`src/pkg/pll_cfg_pkg.sv`:
```
// shared constants, field layouts and types for the dual pll configuration bank
// ==========================================================================
// Functional notes
// - type bit picks lvpecl 0, lvds 1
// - reference predivider is 17 bits wide
// - lower loop feedback divider 17 bits
// - upper divider: 8-bit integer, 18-bit fraction
// - output divider is 11 bits wide
// - mode 00 low, 01 synth, else high
// - per pair enable, 0 off, 1 on
// - policy pin, auto nonrevertive, auto revertive, register
// - select bit: register pick, auto primary, pin ignored; the auto nonrevertive policy here ignores it as well
// - sample rate code divides reference by 16..2
// - lock window code gives 2..16 microseconds
// - doubler bit doubles reference before detector
// - input fault flags follow input, self clearing
// - reference fault flag follows reference, self clearing
// - lock flag mirrored on lock pin
// - holdover flag shows frozen oscillator control
// - active input flag follows failover switching
// - loop settings field layout depends on mode
// - modulator enable and order bit meanings
// - upper pump 11 reserved, 00 in low mode
// - upper loop filter forced 00 in low mode
// - disabled output pair goes high impedance
// - two identical pll banks, separate bus targets
package pll_cfg_pkg;

   // ======================================================================
   // bus geometry
   localparam int unsigned NUM_PLL = 2; // two independent loops
   localparam int unsigned ADDR_W = 12; // apb byte address width
   localparam int unsigned DATA_W = 32; // apb data width
   localparam int unsigned PLL_SEL_BIT = 8; // byte address bit picking the pll bank
   localparam int unsigned REG_COUNT = 24; // byte registers per bank
   localparam logic [5:0] REG_LAST = 6'h17; // highest register index

   // register indices (byte address is four times the index)
   localparam logic [5:0] REG_FRAC_HI = 6'h00;
   localparam logic [5:0] REG_FRAC_MID = 6'h02;
   localparam logic [5:0] REG_FRAC_INT = 6'h04;
   localparam logic [5:0] REG_INT_PRE = 6'h06;
   localparam logic [5:0] REG_PRE_MID = 6'h08;
   localparam logic [5:0] REG_PRE_LOWER = 6'h0a;
   localparam logic [5:0] REG_LOWER_MID = 6'h0c;
   localparam logic [5:0] REG_LOWER_OUT = 6'h0e;
   localparam logic [5:0] REG_OUT_LOOP = 6'h10;
   localparam logic [5:0] REG_LOOP_TYPE = 6'h12;
   localparam logic [5:0] REG_MODE_OE = 6'h14;
   localparam logic [5:0] REG_SELECT = 6'h15;
   localparam logic [5:0] REG_DOUBLER = 6'h16;
   localparam logic [5:0] REG_STATUS = 6'h17;

   // fixed bits that read back in the mode and doubler registers
   localparam logic [1:0] MODE_OE_FIXED = 2'h1;
   localparam logic [3:0] DOUBLER_FIXED_HI = 4'ha;
   localparam logic [2:0] DOUBLER_FIXED_LO = 3'h1;

   // ======================================================================
   // modes and policies
   typedef enum logic [1:0] {
      MODE_LOW_BW = 2'b00,
      MODE_SYNTH = 2'b01,
      MODE_HIGH_BW = 2'b10,
      MODE_HIGH_BW_ALT = 2'b11
   } pll_mode_e;

   typedef enum logic [1:0] {
      SEL_PIN_MANUAL = 2'b00,
      SEL_AUTO_NONREV = 2'b01,
      SEL_AUTO_REV = 2'b10,
      SEL_REG_MANUAL = 2'b11
   } select_policy_e;

   // synchronised status input positions
   localparam int unsigned SI_INPUT_CLOCK_ZERO_BAD = 0;
   localparam int unsigned SI_INPUT_CLOCK_ONE_BAD = 1;
   localparam int unsigned SI_REF_BAD = 2;
   localparam int unsigned SI_LOCKED = 3;
   localparam int unsigned SI_HOLDOVER = 4;
   localparam int unsigned SI_SEL_PIN = 5;
   localparam int unsigned SI_W = 6;

   // converter rate base and lock window base
   localparam logic [4:0] CONV_DIV_MAX = 5'h10; // divide by 16 at code 00
   localparam logic [4:0] LOCK_WIN_MIN_US = 5'h02; // 2 us at code 00

   // ======================================================================
   // per pll configuration fields
   typedef struct packed {
      logic [17:0] fbFraction;
      logic [7:0] fbInteger;
      logic [16:0] predivider;
      logic [16:0] lowerFbDivider;
      logic [10:0] outputDivider;
      logic [6:0] loopSettings;
      logic out1SignalType;
      logic out0SignalType;
      pll_mode_e mode;
      logic out1Enable;
      logic out0Enable;
      logic inputSelectBit;
      select_policy_e policy;
      logic [1:0] sampleRate;
      logic [1:0] lockWindow;
      logic doubler;
   } pll_cfg_s;

   // power-up defaults of the configuration bank
   localparam pll_cfg_s CFG_RESET = '{
      fbFraction: 18'h00000, fbInteger: 8'h00, predivider: 17'h00001,
      lowerFbDivider: 17'h00001, outputDivider: 11'h001, loopSettings: 7'h00,
      out1SignalType: 1'b0, out0SignalType: 1'b0, mode: MODE_LOW_BW,
      out1Enable: 1'b0, out0Enable: 1'b0, inputSelectBit: 1'b0,
      policy: SEL_PIN_MANUAL, sampleRate: 2'h2, lockWindow: 2'h0, doubler: 1'b0};

endpackage : pll_cfg_pkg

```
`src/hdl/pll_config_status_fields.sv`:
```
// dual pll configuration and status bank behind an apb slave
//
// Design decisions made here: the APB slave port and the placing of the registers.
`timescale 1ns/100ps
module pll_config_status_fields (
   input wire logic core_clk, // 40 MHz core clock
   input wire logic rst, // asynchronous reset, active high
   // apb slave
   input wire logic psel, // select
   input wire logic penable, // access phase
   input wire logic pwrite, // write when high
   input wire logic [pll_cfg_pkg::ADDR_W-1:0] paddr, // byte address
   input wire logic [pll_cfg_pkg::DATA_W-1:0] pwdata, // write data
   input wire logic [3:0] pstrb, // byte strobes, lane 0 used
   output logic [pll_cfg_pkg::DATA_W-1:0] prdata, // read data
   output logic pready, // access done
   output logic pslverr, // unmapped address
   // analog status, asynchronous to core_clk
   input wire logic [pll_cfg_pkg::NUM_PLL-1:0] clk0BadIn, // input zero monitor says bad
   input wire logic [pll_cfg_pkg::NUM_PLL-1:0] clk1BadIn, // input one monitor says bad
   input wire logic [pll_cfg_pkg::NUM_PLL-1:0] refBadIn, // reference monitor says bad
   input wire logic [pll_cfg_pkg::NUM_PLL-1:0] lockedIn, // lock detector
   input wire logic [pll_cfg_pkg::NUM_PLL-1:0] holdoverIn, // oscillator control frozen
   input wire logic [pll_cfg_pkg::NUM_PLL-1:0] selectPin, // manual input select pin
   // configuration to the analog loops, one entry per pll
   output logic [pll_cfg_pkg::NUM_PLL-1:0][16:0] refPredivider, // reference predivider
   output logic [pll_cfg_pkg::NUM_PLL-1:0][16:0] lowerLoopFbDivider, // lower loop divider
   output logic [pll_cfg_pkg::NUM_PLL-1:0][7:0] upperLoopFbInteger, // upper integer part
   output logic [pll_cfg_pkg::NUM_PLL-1:0][17:0] upperLoopFbFraction, // upper fraction
   output logic [pll_cfg_pkg::NUM_PLL-1:0][10:0] outputDivider, // output divider
   output logic [pll_cfg_pkg::NUM_PLL-1:0][1:0] pllModeSelect, // loop mode
   output logic [pll_cfg_pkg::NUM_PLL-1:0][1:0] outSignalType, // 0 lvpecl, 1 lvds per pair
   output logic [pll_cfg_pkg::NUM_PLL-1:0][1:0] outDriveEn_n, // low drives pair, high is hi-z
   output logic [pll_cfg_pkg::NUM_PLL-1:0][1:0] upperLoopFilterSetting, // effective filter
   output logic [pll_cfg_pkg::NUM_PLL-1:0] modulatorOrder, // 0 second, 1 third order
   output logic [pll_cfg_pkg::NUM_PLL-1:0] modulatorEnable, // 0 integer, 1 fractional
   output logic [pll_cfg_pkg::NUM_PLL-1:0][1:0] upperLoopPumpCurrent, // effective pump code
   output logic [pll_cfg_pkg::NUM_PLL-1:0] upperLoopPumpReduce, // pump current reduce
   output logic [pll_cfg_pkg::NUM_PLL-1:0][3:0] converterGain, // converter gain, low mode
   output logic [pll_cfg_pkg::NUM_PLL-1:0][1:0] lowerLoopPumpCurrent, // lower pump, low mode
   output logic [pll_cfg_pkg::NUM_PLL-1:0][4:0] converterDivide, // reference divide ratio
   output logic [pll_cfg_pkg::NUM_PLL-1:0][4:0] lockWindowUs, // lock window in us
   output logic [pll_cfg_pkg::NUM_PLL-1:0] referenceDoublerEnable, // double the reference
   output logic [pll_cfg_pkg::NUM_PLL-1:0] activeInput, // input clock in use
   output logic [pll_cfg_pkg::NUM_PLL-1:0] lockPin // lock indicator pin
);
   import pll_cfg_pkg::*;

   // ======================================================================
   // state of the whole block
   typedef struct packed {
      pll_cfg_s [NUM_PLL-1:0] cfg; // software written fields
      logic [NUM_PLL-1:0][SI_W-1:0] sync1; // first stage, read only by sync2
      logic [NUM_PLL-1:0][SI_W-1:0] sync2; // second stage
      logic [NUM_PLL-1:0][SI_W-1:0] sync3; // third stage
      logic [NUM_PLL-1:0][SI_W-1:0] status; // settled status values
      logic [NUM_PLL-1:0] active; // input in use
      logic [NUM_PLL-1:0][1:0] driveEn_n; // pair drive enables
      logic [NUM_PLL-1:0][1:0] loopFilter; // effective filter setting
      logic [NUM_PLL-1:0][1:0] upperPump; // effective pump code
      logic [NUM_PLL-1:0][4:0] convDiv; // sample rate divide ratio
      logic [NUM_PLL-1:0][4:0] lockWin; // lock window in microseconds
      logic [DATA_W-1:0] rdata; // read data for the access phase
      logic ready; // access phase answer
      logic slvErr; // unmapped flag for the access phase
   } state_s;

   localparam state_s STATE_RESET = '{
      cfg: {NUM_PLL{CFG_RESET}}, sync1: '0, sync2: '0, sync3: '0, status: '0,
      active: '0, driveEn_n: '1, loopFilter: '0, upperPump: '0,
      convDiv: '0, lockWin: '0, rdata: '0, ready: 1'b0, slvErr: 1'b0};

   state_s state_ff; // registered state
   state_s nxt_state; // next state

   // raw asynchronous status gathered per pll
   logic [NUM_PLL-1:0][SI_W-1:0] rawStatus; // unsynchronised monitor levels

   // ======================================================================
   // input gathering
   always_comb begin
      for (int p = 0; p < NUM_PLL; p++) begin
         rawStatus[p] = '0;
         rawStatus[p][SI_INPUT_CLOCK_ZERO_BAD] = clk0BadIn[p];
         rawStatus[p][SI_INPUT_CLOCK_ONE_BAD] = clk1BadIn[p];
         rawStatus[p][SI_REF_BAD] = refBadIn[p];
         rawStatus[p][SI_LOCKED] = lockedIn[p];
         rawStatus[p][SI_HOLDOVER] = holdoverIn[p];
         rawStatus[p][SI_SEL_PIN] = selectPin[p];
      end
   end

   // ======================================================================
   // read byte assembly for one bank
   function automatic logic [7:0] readByte(input pll_cfg_s c, input logic [SI_W-1:0] st,
                                           input logic act, input logic [5:0] idx);
      logic [7:0] b;
      b = '0;
      unique case (idx)
         REG_FRAC_HI: b = c.fbFraction[17:10];
         REG_FRAC_MID: b = c.fbFraction[9:2];
         REG_FRAC_INT: b = {c.fbFraction[1:0], c.fbInteger[7:2]};
         REG_INT_PRE: b = {c.fbInteger[1:0], c.predivider[16:11]};
         REG_PRE_MID: b = c.predivider[10:3];
         REG_PRE_LOWER: b = {c.predivider[2:0], c.lowerFbDivider[16:12]};
         REG_LOWER_MID: b = c.lowerFbDivider[11:4];
         REG_LOWER_OUT: b = {c.lowerFbDivider[3:0], c.outputDivider[10:7]};
         REG_OUT_LOOP: b = {c.outputDivider[6:0], c.loopSettings[6]};
         REG_LOOP_TYPE: b = {c.loopSettings[5:0], c.out1SignalType, c.out0SignalType};
         REG_MODE_OE: b = {c.mode, MODE_OE_FIXED, c.out1Enable, c.out0Enable, 2'h0};
         REG_SELECT: b = {c.inputSelectBit, c.policy, 1'b0, c.sampleRate, c.lockWindow};
         REG_DOUBLER: b = {DOUBLER_FIXED_HI, c.doubler, DOUBLER_FIXED_LO};
         // status byte is read only and built from the live flags
         REG_STATUS: b = {act, st[SI_HOLDOVER], st[SI_INPUT_CLOCK_ONE_BAD], st[SI_INPUT_CLOCK_ZERO_BAD],
                          st[SI_REF_BAD], st[SI_LOCKED], 2'h0};
         default: b = '0; // odd reserved registers read zero
      endcase
      return b;
   endfunction : readByte

   // ======================================================================
   // write byte placement for one bank; reserved and fixed bits dropped
   function automatic pll_cfg_s writeByte(input pll_cfg_s c, input logic [5:0] idx,
                                          input logic [7:0] b);
      pll_cfg_s n;
      n = c;
      unique case (idx)
         REG_FRAC_HI: n.fbFraction[17:10] = b;
         REG_FRAC_MID: n.fbFraction[9:2] = b;
         REG_FRAC_INT: {n.fbFraction[1:0], n.fbInteger[7:2]} = b;
         REG_INT_PRE: {n.fbInteger[1:0], n.predivider[16:11]} = b;
         REG_PRE_MID: n.predivider[10:3] = b;
         REG_PRE_LOWER: {n.predivider[2:0], n.lowerFbDivider[16:12]} = b;
         REG_LOWER_MID: n.lowerFbDivider[11:4] = b;
         REG_LOWER_OUT: {n.lowerFbDivider[3:0], n.outputDivider[10:7]} = b;
         REG_OUT_LOOP: {n.outputDivider[6:0], n.loopSettings[6]} = b;
         REG_LOOP_TYPE: {n.loopSettings[5:0], n.out1SignalType, n.out0SignalType} = b;
         REG_MODE_OE: begin
            n.mode = pll_mode_e'(b[7:6]);
            {n.out1Enable, n.out0Enable} = b[3:2];
         end
         REG_SELECT: begin
            n.inputSelectBit = b[7];
            n.policy = select_policy_e'(b[6:5]);
            n.sampleRate = b[3:2];
            n.lockWindow = b[1:0];
         end
         REG_DOUBLER: n.doubler = b[3];
         default: n = c; // status and reserved: writes ignored
      endcase
      return n;
   endfunction : writeByte

   // ======================================================================
   // next state
   always_comb begin
      logic [5:0] idx;
      logic bank;
      logic mapped;
      logic setup;
      logic doWrite;
      logic [1:0] bad;
      logic prim;
      logic cur;
      idx = paddr[7:2];
      bank = paddr[PLL_SEL_BIT];
      mapped = (paddr[1:0] == 2'h0) && (paddr[ADDR_W-1:PLL_SEL_BIT+1] == '0)
               && (idx <= REG_LAST);
      setup = psel && !penable;
      doWrite = psel && penable && state_ff.ready && pwrite && mapped && pstrb[0];
      bad = '0;
      prim = 1'b0;
      cur = 1'b0;
      nxt_state = state_ff;

      // three stage sampling; a change counts once stages two and three agree
      nxt_state.sync1 = rawStatus;
      nxt_state.sync2 = state_ff.sync1;
      nxt_state.sync3 = state_ff.sync2;
      for (int p = 0; p < NUM_PLL; p++) begin
         for (int i = 0; i < SI_W; i++) begin
            if (state_ff.sync2[p][i] == state_ff.sync3[p][i]) begin
               // flags track the monitor, so they clear themselves
               nxt_state.status[p][i] = state_ff.sync3[p][i];
            end
         end
      end

      // apb: answer one cycle after setup, data taken from the bank at setup
      nxt_state.ready = setup;
      nxt_state.slvErr = setup && !mapped;
      if (setup) begin
         // each bank is its own target inside the window
         nxt_state.rdata = (mapped && !pwrite)
            ? {{(DATA_W-8){1'b0}},
               readByte(state_ff.cfg[bank], state_ff.status[bank], state_ff.active[bank], idx)}
            : '0;
      end else if (!psel) begin
         nxt_state.rdata = '0;
      end
      if (doWrite) begin
         // reserved bit content is the host's duty; it is dropped here anyway
         nxt_state.cfg[bank] = writeByte(state_ff.cfg[bank], idx, pwdata[7:0]);
      end

      // per pll derived outputs
      for (int p = 0; p < NUM_PLL; p++) begin
         bad = {state_ff.status[p][SI_INPUT_CLOCK_ONE_BAD], state_ff.status[p][SI_INPUT_CLOCK_ZERO_BAD]};
         prim = state_ff.cfg[p].inputSelectBit;
         cur = state_ff.active[p];
         // input selection follows the policy
         unique case (state_ff.cfg[p].policy)
            SEL_PIN_MANUAL: cur = state_ff.status[p][SI_SEL_PIN]; // bit ignored
            SEL_REG_MANUAL: cur = prim;
            SEL_AUTO_NONREV: begin
               // stays on the survivor even after the primary recovers
               if (bad[cur] && !bad[!cur]) begin
                  cur = !cur;
               end
            end
            SEL_AUTO_REV: begin
               // returns to the primary as soon as it is good again
               if (!bad[prim]) begin
                  cur = prim;
               end else if (!bad[!prim]) begin
                  cur = !prim;
               end
            end
         endcase
         nxt_state.active[p] = cur;
         // disabled pairs float
         nxt_state.driveEn_n[p] = ~{state_ff.cfg[p].out1Enable, state_ff.cfg[p].out0Enable};
         if (state_ff.cfg[p].mode == MODE_LOW_BW) begin
            nxt_state.loopFilter[p] = 2'h0;
            nxt_state.upperPump[p] = 2'h0;
         end else begin
            nxt_state.loopFilter[p] = state_ff.cfg[p].loopSettings[6:5];
            nxt_state.upperPump[p] = state_ff.cfg[p].loopSettings[2:1];
         end
         // divide ratio 16, 8, 4, 2; the doubler does not change it here
         nxt_state.convDiv[p] = CONV_DIV_MAX >> state_ff.cfg[p].sampleRate;
         nxt_state.lockWin[p] = LOCK_WIN_MIN_US << state_ff.cfg[p].lockWindow;
      end
   end

   // ======================================================================
   // state register; reset loads constants only
   always_ff @(posedge core_clk or posedge rst) begin
      if (rst) begin
         state_ff <= STATE_RESET;
      end else begin
         state_ff <= nxt_state;
      end
   end

   // ======================================================================
   // outputs, all taken straight from flip-flops
   assign prdata = state_ff.rdata;
   assign pready = state_ff.ready;
   assign pslverr = state_ff.slvErr;

   // field fan-out per pll
   always_comb begin
      for (int p = 0; p < NUM_PLL; p++) begin
         refPredivider[p] = state_ff.cfg[p].predivider;
         lowerLoopFbDivider[p] = state_ff.cfg[p].lowerFbDivider;
         upperLoopFbInteger[p] = state_ff.cfg[p].fbInteger;
         upperLoopFbFraction[p] = state_ff.cfg[p].fbFraction;
         outputDivider[p] = state_ff.cfg[p].outputDivider;
         pllModeSelect[p] = state_ff.cfg[p].mode;
         outSignalType[p] = {state_ff.cfg[p].out1SignalType,
                             state_ff.cfg[p].out0SignalType};
         outDriveEn_n[p] = state_ff.driveEn_n[p];
         upperLoopFilterSetting[p] = state_ff.loopFilter[p];
         modulatorOrder[p] = state_ff.cfg[p].loopSettings[4];
         modulatorEnable[p] = state_ff.cfg[p].loopSettings[3];
         upperLoopPumpCurrent[p] = state_ff.upperPump[p];
         upperLoopPumpReduce[p] = state_ff.cfg[p].loopSettings[0];
         converterGain[p] = state_ff.cfg[p].loopSettings[6:3];
         lowerLoopPumpCurrent[p] = state_ff.cfg[p].loopSettings[2:1];
         converterDivide[p] = state_ff.convDiv[p];
         lockWindowUs[p] = state_ff.lockWin[p];
         referenceDoublerEnable[p] = state_ff.cfg[p].doubler;
         activeInput[p] = state_ff.active[p];
         lockPin[p] = state_ff.status[p][SI_LOCKED];
      end
   end

endmodule : pll_config_status_fields

```
`config.mk`:
```
export PLATFORM = sky130hd
export DESIGN_NAME = pll_config_status_fields
export DESIGN_NICKNAME = d
export VERILOG_FILES = /design/src/pkg/pll_cfg_pkg.sv /design/src/hdl/pll_config_status_fields.sv
export SDC_FILE = /design/constraint.sdc
export NUM_CORES = 1
export LEC_CHECK = 0
export BUFFER_PORTS_ARGS = -buffer_cell sky130_fd_sc_hd__buf_2
export CAP_MARGIN = 0
export CORE_ASPECT_RATIO = 1.75
export CORE_UTILIZATION = 40
export CTS_CLUSTER_SIZE = 25
export DETAILED_ROUTE_END_ITERATION = 8
export SLEW_MARGIN = 25
export SYNTH_ARGS = -nofsm -noshare
export SYNTH_HDL_FRONTEND = slang
export SYNTH_SLANG_ARGS = --single-unit
```
`constraint.sdc`:
```
create_clock -name core_clk -period 9.54 [get_ports core_clk]
set_input_delay 0.477 -clock core_clk [delete_from_list [all_inputs] [get_ports core_clk]]
set_output_delay 0.477 -clock core_clk [all_outputs]
set_load 0.03 [all_outputs]
```
## Word-level counts from Yosys, hierarchy flattened

Index checks and enable logic that the tools add are counted.
W data, S select, Z words.

| operators by class | value |
|---|---|
| mux-type cells | 67 |
| bitwise gates (word level) | 2 |
| eq/ne operators | 36 |
| reductions and logical operators | 31 |
| magnitude comparators | 11 |
| shifts and indexed selects | 4 |

Operators by type and width:

| kind | count |
|---|---|
| $mux W92 | 3 |
| $bwmux W184 | 1 |
| $mux W8 | 21 |
| $pmux W8 S14 | 1 |
| $demux W92 S1 | 1 |
| $mux W32 | 2 |
| $eq A6 B5 Y1 const B | 6 |
| $mux W1 | 26 |
| $eq A6 B4 Y1 const B | 4 |
| $lt A1 B2 Y1 const B | 9 |
| $mux W7 | 2 |
| $logic_and A1 B1 Y1 | 13 |
| $eq A1 B1 Y1 | 12 |
| $eq A6 B3 Y1 const B | 2 |
| $logic_not A2 Y1 | 5 |
| $mux W5 | 2 |
| $shl A2 B2 Y5 const A | 2 |
| $shr A5 B2 Y5 const A | 2 |
| $logic_not A1 Y1 | 9 |
| $eq A2 B2 Y1 const B | 4 |
| $mux W2 | 4 |
| $mux W4 | 2 |
| $pmux W1 S4 | 2 |
| $eq A6 B2 Y1 const B | 1 |
| 10 further kinds | 15 |

| storage, ports and cells | value |
|---|---|
| input port bits | 65 |
| logic and storage cells | 216 |
| flip-flop bits (word level) | 300 |
| output and inout bits | 240 |

## Depth between registers and ports, before layout

| depth | value |
|---|---|
| depth in word-level cells | 7 |
| gate-level depth with buffers | 7 |
| depth with buffers taken out | 5 |

## Least setup slack after synthesis

No wires, ideal clock.

| timing path | value |
|---|---|
| path type | input port to flip-flop |
| start point | in paddr[1] (netlist name) |
| end point | reg state_ff, in the netlist converterGain[3] |
| path slack | 7.151 ns |
| stages | 7 |
| required time | 9.415 ns |
| library setup time | 0.125 ns |
| arrival | 2.264 ns |
| path buffers | 2 |
| path through | nor4_2 nand2_1 or4_1 buf_2 buf_8 nor2_8 mux2_2 |

| between the ends | value |
|---|---|
| longest elaborated chain between the ends | 5 |

RTL lines:

| item | RTL line | source |
|---|---|---|
| start: declaration | pll_config_status_fields.sv:12 | `input wire logic [pll_cfg_pkg::ADDR_W-1:0] paddr,` |
| $logic_not A2 Y1 | pll_config_status_fields.sv:167 | `mapped = (paddr[1:0] == 2'h0) && (paddr[ADDR_W-1:PLL_SEL_BIT+1] == '0)` |
| $logic_and A1 B1 Y1 | pll_config_status_fields.sv:167 |  |
| $logic_and A1 B1 Y1 | pll_config_status_fields.sv:168 | `&& (idx <= REG_LAST);` |
| $logic_and A1 B1 Y1 (2 in series) | pll_config_status_fields.sv:170 | `doWrite = psel && penable && state_ff.ready && pwrite && mapped && pstrb[0];` |
| end signal: assignment | pll_config_status_fields.sv:252 | `state_ff <= nxt_state;` |
| end: declaration | pll_config_status_fields.sv:73 | `state_s state_ff;` |

No other way between the ends.
A chain may end at the register's enable or synchronous reset.

## Worst setup path after layout

| timing path | value |
|---|---|
| start point | in paddr[1] (netlist name) |
| end point | reg state_ff, in the netlist upperLoopFbInteger[7] |

The elaborated chain is that of the path after synthesis.

==> results.txt <==
Standard cell core area = 0.0330 mm^2
CP Capture Type = flop
Leftover overflow at the end of global routing = 0
Clock Tree Buf Depth = 3
Worst clock skew on the final layout = 0.0211 ns
Final-report setup violation count = 0
Cell count after synthesis = 1057
Final nets = 1146
Launch instance of the worst register-to-register path = pready
Routed wire length per instance = 24.0 um
Share of synthesized area occupied by flip-flops and latches = 50.7%
Max Clk Rate = 372 MHz
Share of layout cells above drive strength 1 = 41.2%
First-pass GRT wire length = 52900 um
Sequence of cells on the critical path = buf_2, nor4_2, nand2_1, or4_2, nor2_4, mux2_2
Die height = 245 um
Total I/O pin count = 305
Leakage Power = 0.00773 uW
Number of hold buffers added after CTS = 6
Final-report max-slew violation count = 0
Final non-filler cell area = 0.0143 mm^2
Initial antenna violation count = 0
Rel. slew slack = 31.8%
Max Cap Violations = 0
Number of distinct library cells after synthesis = 48
Summed negative setup slack over all endpoints = 0 ns
Flop2flop setup slack = 7.00 ns
Weighted congestion reported at the end of routability-driven placement = 0.810
Number of inserted diodes = 0
Total Routed Length = 36200 um
Flip-flop and latch count after synthesis = 272
Portion of the clock cycle consumed by the worst path in the final layout = 28.2%
Clock buffers created by TritonCTS = 26
Slowest library cell on the worst path = sky130_fd_sc_hd__or4_2
Via count of the first global-routing pass = 7959
Worst hold slack across all endpoints = 0.0323 ns
Area grow syn2layout = 6.46%
FF/Latch Area = 0.00682 mm^2
Library cell used as clock root buffer = sky130_fd_sc_hd__clkbuf_16
Classification of the worst-slack hold path = input port to flop
Data required time at the worst endpoint = 9.98 ns
Maximum number of pins on one net before global-route repair = 126
Antenna Violating Nets Remaining = 0
PwrDens = 171 mW/mm^2
Initial core utilization = 40.7%
Placement Cell Area = 0.0133 mm^2
Arrival time reported for the critical path endpoint = 3.13 ns
Avg Vias per Cell = 5.13
Area taken by multi-input logic gates = 0.00464 mm^2
Count of cells resized by post-cts repair = 0
Worst Hold Launch = refBadIn[1]
Run status = complete, no violations
Number of H-tree branching levels = 1
Gr usage total = 21.4%
Critical Path Source Type = input port
Final Critical Period = 2.69 ns
Worst vdd ir = 0.137 mV
Standard-cell row count = 88
Number of buffers added on ports = 249
Highest cell delay on the worst timing path = 1.16 ns
Post-synth design cell area = 0.0135 mm^2
Start point of the critical path = paddr[1]
Final hold violation count = 0
Worst skew pair latency = 0.55 ns
Reg clk slew, reported paths = 0.06 ns
CTS tree = built
Number of buffers added for setup after CTS = 0
Overall die width = 141 um
Number of detailed-routing iterations run before antenna repair = 5
CTS sink cnt = 272
Measured slew at the worst slew-check pin = 1.02 ns
Hpwl dp = 26000 um
Utilization after layout = 43.4%
Fill cells = 3120
Worst setup path class = input port to flop
Power consumption = 2450 uW
Max FO, Critical Path = 13
Post-route DRC violation count = 0
Starting DRT DRC Count = 394
Number of warnings printed during yosys synthesis = 0
Syn Area/Cell = 12.7 um^2
Vias post-DR = 7720
Die Area = 0.0344 mm^2
RSZ-0062 raised after global routing = false
cells in the mapped netlist, drive strengths merged:
master	instances	share of area [%]
a2111o	1	0.084
nand2b	14	0.65
or2	6	0.28
dfrtp	260	48
nor2	28	2.0
or4b	2	0.18
a32oi	1	0.065
o21a	1	0.056
o221ai	2	0.13
or3	3	0.14
o22ai	43	2.0
clkbuf	15	0.42
a22oi	6	0.33
nor2b	18	0.84
or4	2	0.14
buf	277	15
a211oi	1	0.093
dfstp	12	2.3
nand2	19	0.53
mux2	184	16
o211ai	3	0.17
mux2i	100	7.4
and4bb	1	0.093
nand3b	2	0.11
nor3	6	0.22
conb	1	0.028
and2	5	0.23
o21ai	4	0.15
inv	9	0.25
nor4	10	0.56
nand3	3	0.11
a21oi	2	0.074
o21bai	1	0.056
or3b	1	0.065
maj3	13	0.97
a31oi	1	0.047
path summary, 6_finish.rpt:
kind | end | cells after the start
max in group asynchronous | refPredivider[27] | 3
min | nxt_state[100] | 1
max reg2reg | upperLoopFbInteger[7] | 4
min in group asynchronous | refPredivider[26] | 2
min reg2reg | nxt_state[82] | 0
max | upperLoopFbInteger[7] | 6
worst max-delay path: cells and delay by family:
family,cells,cell delay (ns)
simple gates,4,2.15
buf+inv,1,0.10
mux,1,0.38
cell families after synthesis:
logic type               count (synthesis)  share of synthesized area (%)
buffers and inverters                  301                           15.6
multiplexers                           284                           23.3
flip-flops                             272                           50.7
AND/OR/NAND/NOR                        120                           6.12
AO/OA/AOI/OAI                           66                           3.25
adder cells (fa/ha/maj)                 13                          0.967
other                                    1                         0.0279
registers in the layout (all words and copies together), names as in the netlist, 2 cells and up:
name                    cells
activeInput                 2
converterDivide             8
converterGain               8
lockPin                     2
lockWindowUs                8
lowerLoopFbDivider         34
lowerLoopPumpCurrent        4
nxt_state                  24
outDriveEn_n                4
outSignalType               4
outputDivider              22
pllModeSelect               4
prdata                      8
refPredivider              34
referenceDoublerEnable      2
state_ff                   40
upperLoopFbFraction        36
upperLoopFbInteger         16
upperLoopFilterSetting      4
upperLoopPumpCurrent        4
upperLoopPumpReduce         2
per-layer routing:
metal / global-route usage, % / vias to the layer above / part of all wire (%)
met3: 3.39 / 73 / 5.0
met4: 13.0 / 0 / 5.8
met5: 0 / - / 0
met2: 38.2 / 283 / 53
li1: - / 3446 / -
met1: 23.7 / 3918 / 36
cell usage in the layout (no fill, tap or decap), types with 2 or more instances in the layout:
master	n
sky130_fd_sc_hd__mux2i_1	100
sky130_fd_sc_hd__clkbuf_16	26
sky130_fd_sc_hd__o211ai_1	3
sky130_fd_sc_hd__nor2_8	8
sky130_fd_sc_hd__nor2_4	4
sky130_fd_sc_hd__dlygate4sd3_1	6
sky130_fd_sc_hd__dfrtp_1	260
sky130_fd_sc_hd__inv_1	8
sky130_fd_sc_hd__o21ai_0	4
sky130_fd_sc_hd__bufinv_16	6
sky130_fd_sc_hd__nor2b_1	18
sky130_fd_sc_hd__mux2_4	16
sky130_fd_sc_hd__maj3_1	13
sky130_fd_sc_hd__nand2b_1	14
sky130_fd_sc_hd__nor3_1	6
sky130_fd_sc_hd__buf_4	6
sky130_fd_sc_hd__a22oi_1	6
sky130_fd_sc_hd__o221ai_1	2
sky130_fd_sc_hd__mux2_2	106
sky130_fd_sc_hd__mux2_1	62
sky130_fd_sc_hd__nor2_1	16
sky130_fd_sc_hd__buf_2	248
sky130_fd_sc_hd__clkbuf_1	2
sky130_fd_sc_hd__a21oi_1	2
sky130_fd_sc_hd__or2_0	2
sky130_fd_sc_hd__clkbuf_8	3
sky130_fd_sc_hd__conb_1	28
sky130_fd_sc_hd__clkinv_2	6
sky130_fd_sc_hd__clkinvlp_4	2
sky130_fd_sc_hd__o22ai_1	43
sky130_fd_sc_hd__dfstp_2	12
sky130_fd_sc_hd__or3_1	3
sky130_fd_sc_hd__nand3_1	3
sky130_fd_sc_hd__nand2_1	19
sky130_fd_sc_hd__nor4_1	8
sky130_fd_sc_hd__nand3b_1	2
sky130_fd_sc_hd__and2_1	5
sky130_fd_sc_hd__or2_1	4
layout make-up:
type	instances	area share, %
inverter	9	0.288
sequential	272	47.6
timing repair buffer	261	9.48
clock buffer	31	4.88
tap	405	3.54
clock inverter	17	1.81
multi-input combinational	511	32.4
power by group:
part / total (uW) / switching [uW] / internal [uW]
Clock: 1160 / 469 / 690
Combinational: 112 / 83.5 / 28.2
Sequential: 1180 / 8.19 / 1170
Total: 2450 / 560 / 1890
metrics by stage:
stage / worst slack [ns] / std cells
after CTS: 6.81 / 1506
after detailed placement: 6.22 / 1452
after global placement: 6.23 / 1452
after global routing: 6.73 / 1506
final: 6.85 / 1506
after floorplan: 1.59 / 1084
(Power assumes the default switching activity.)
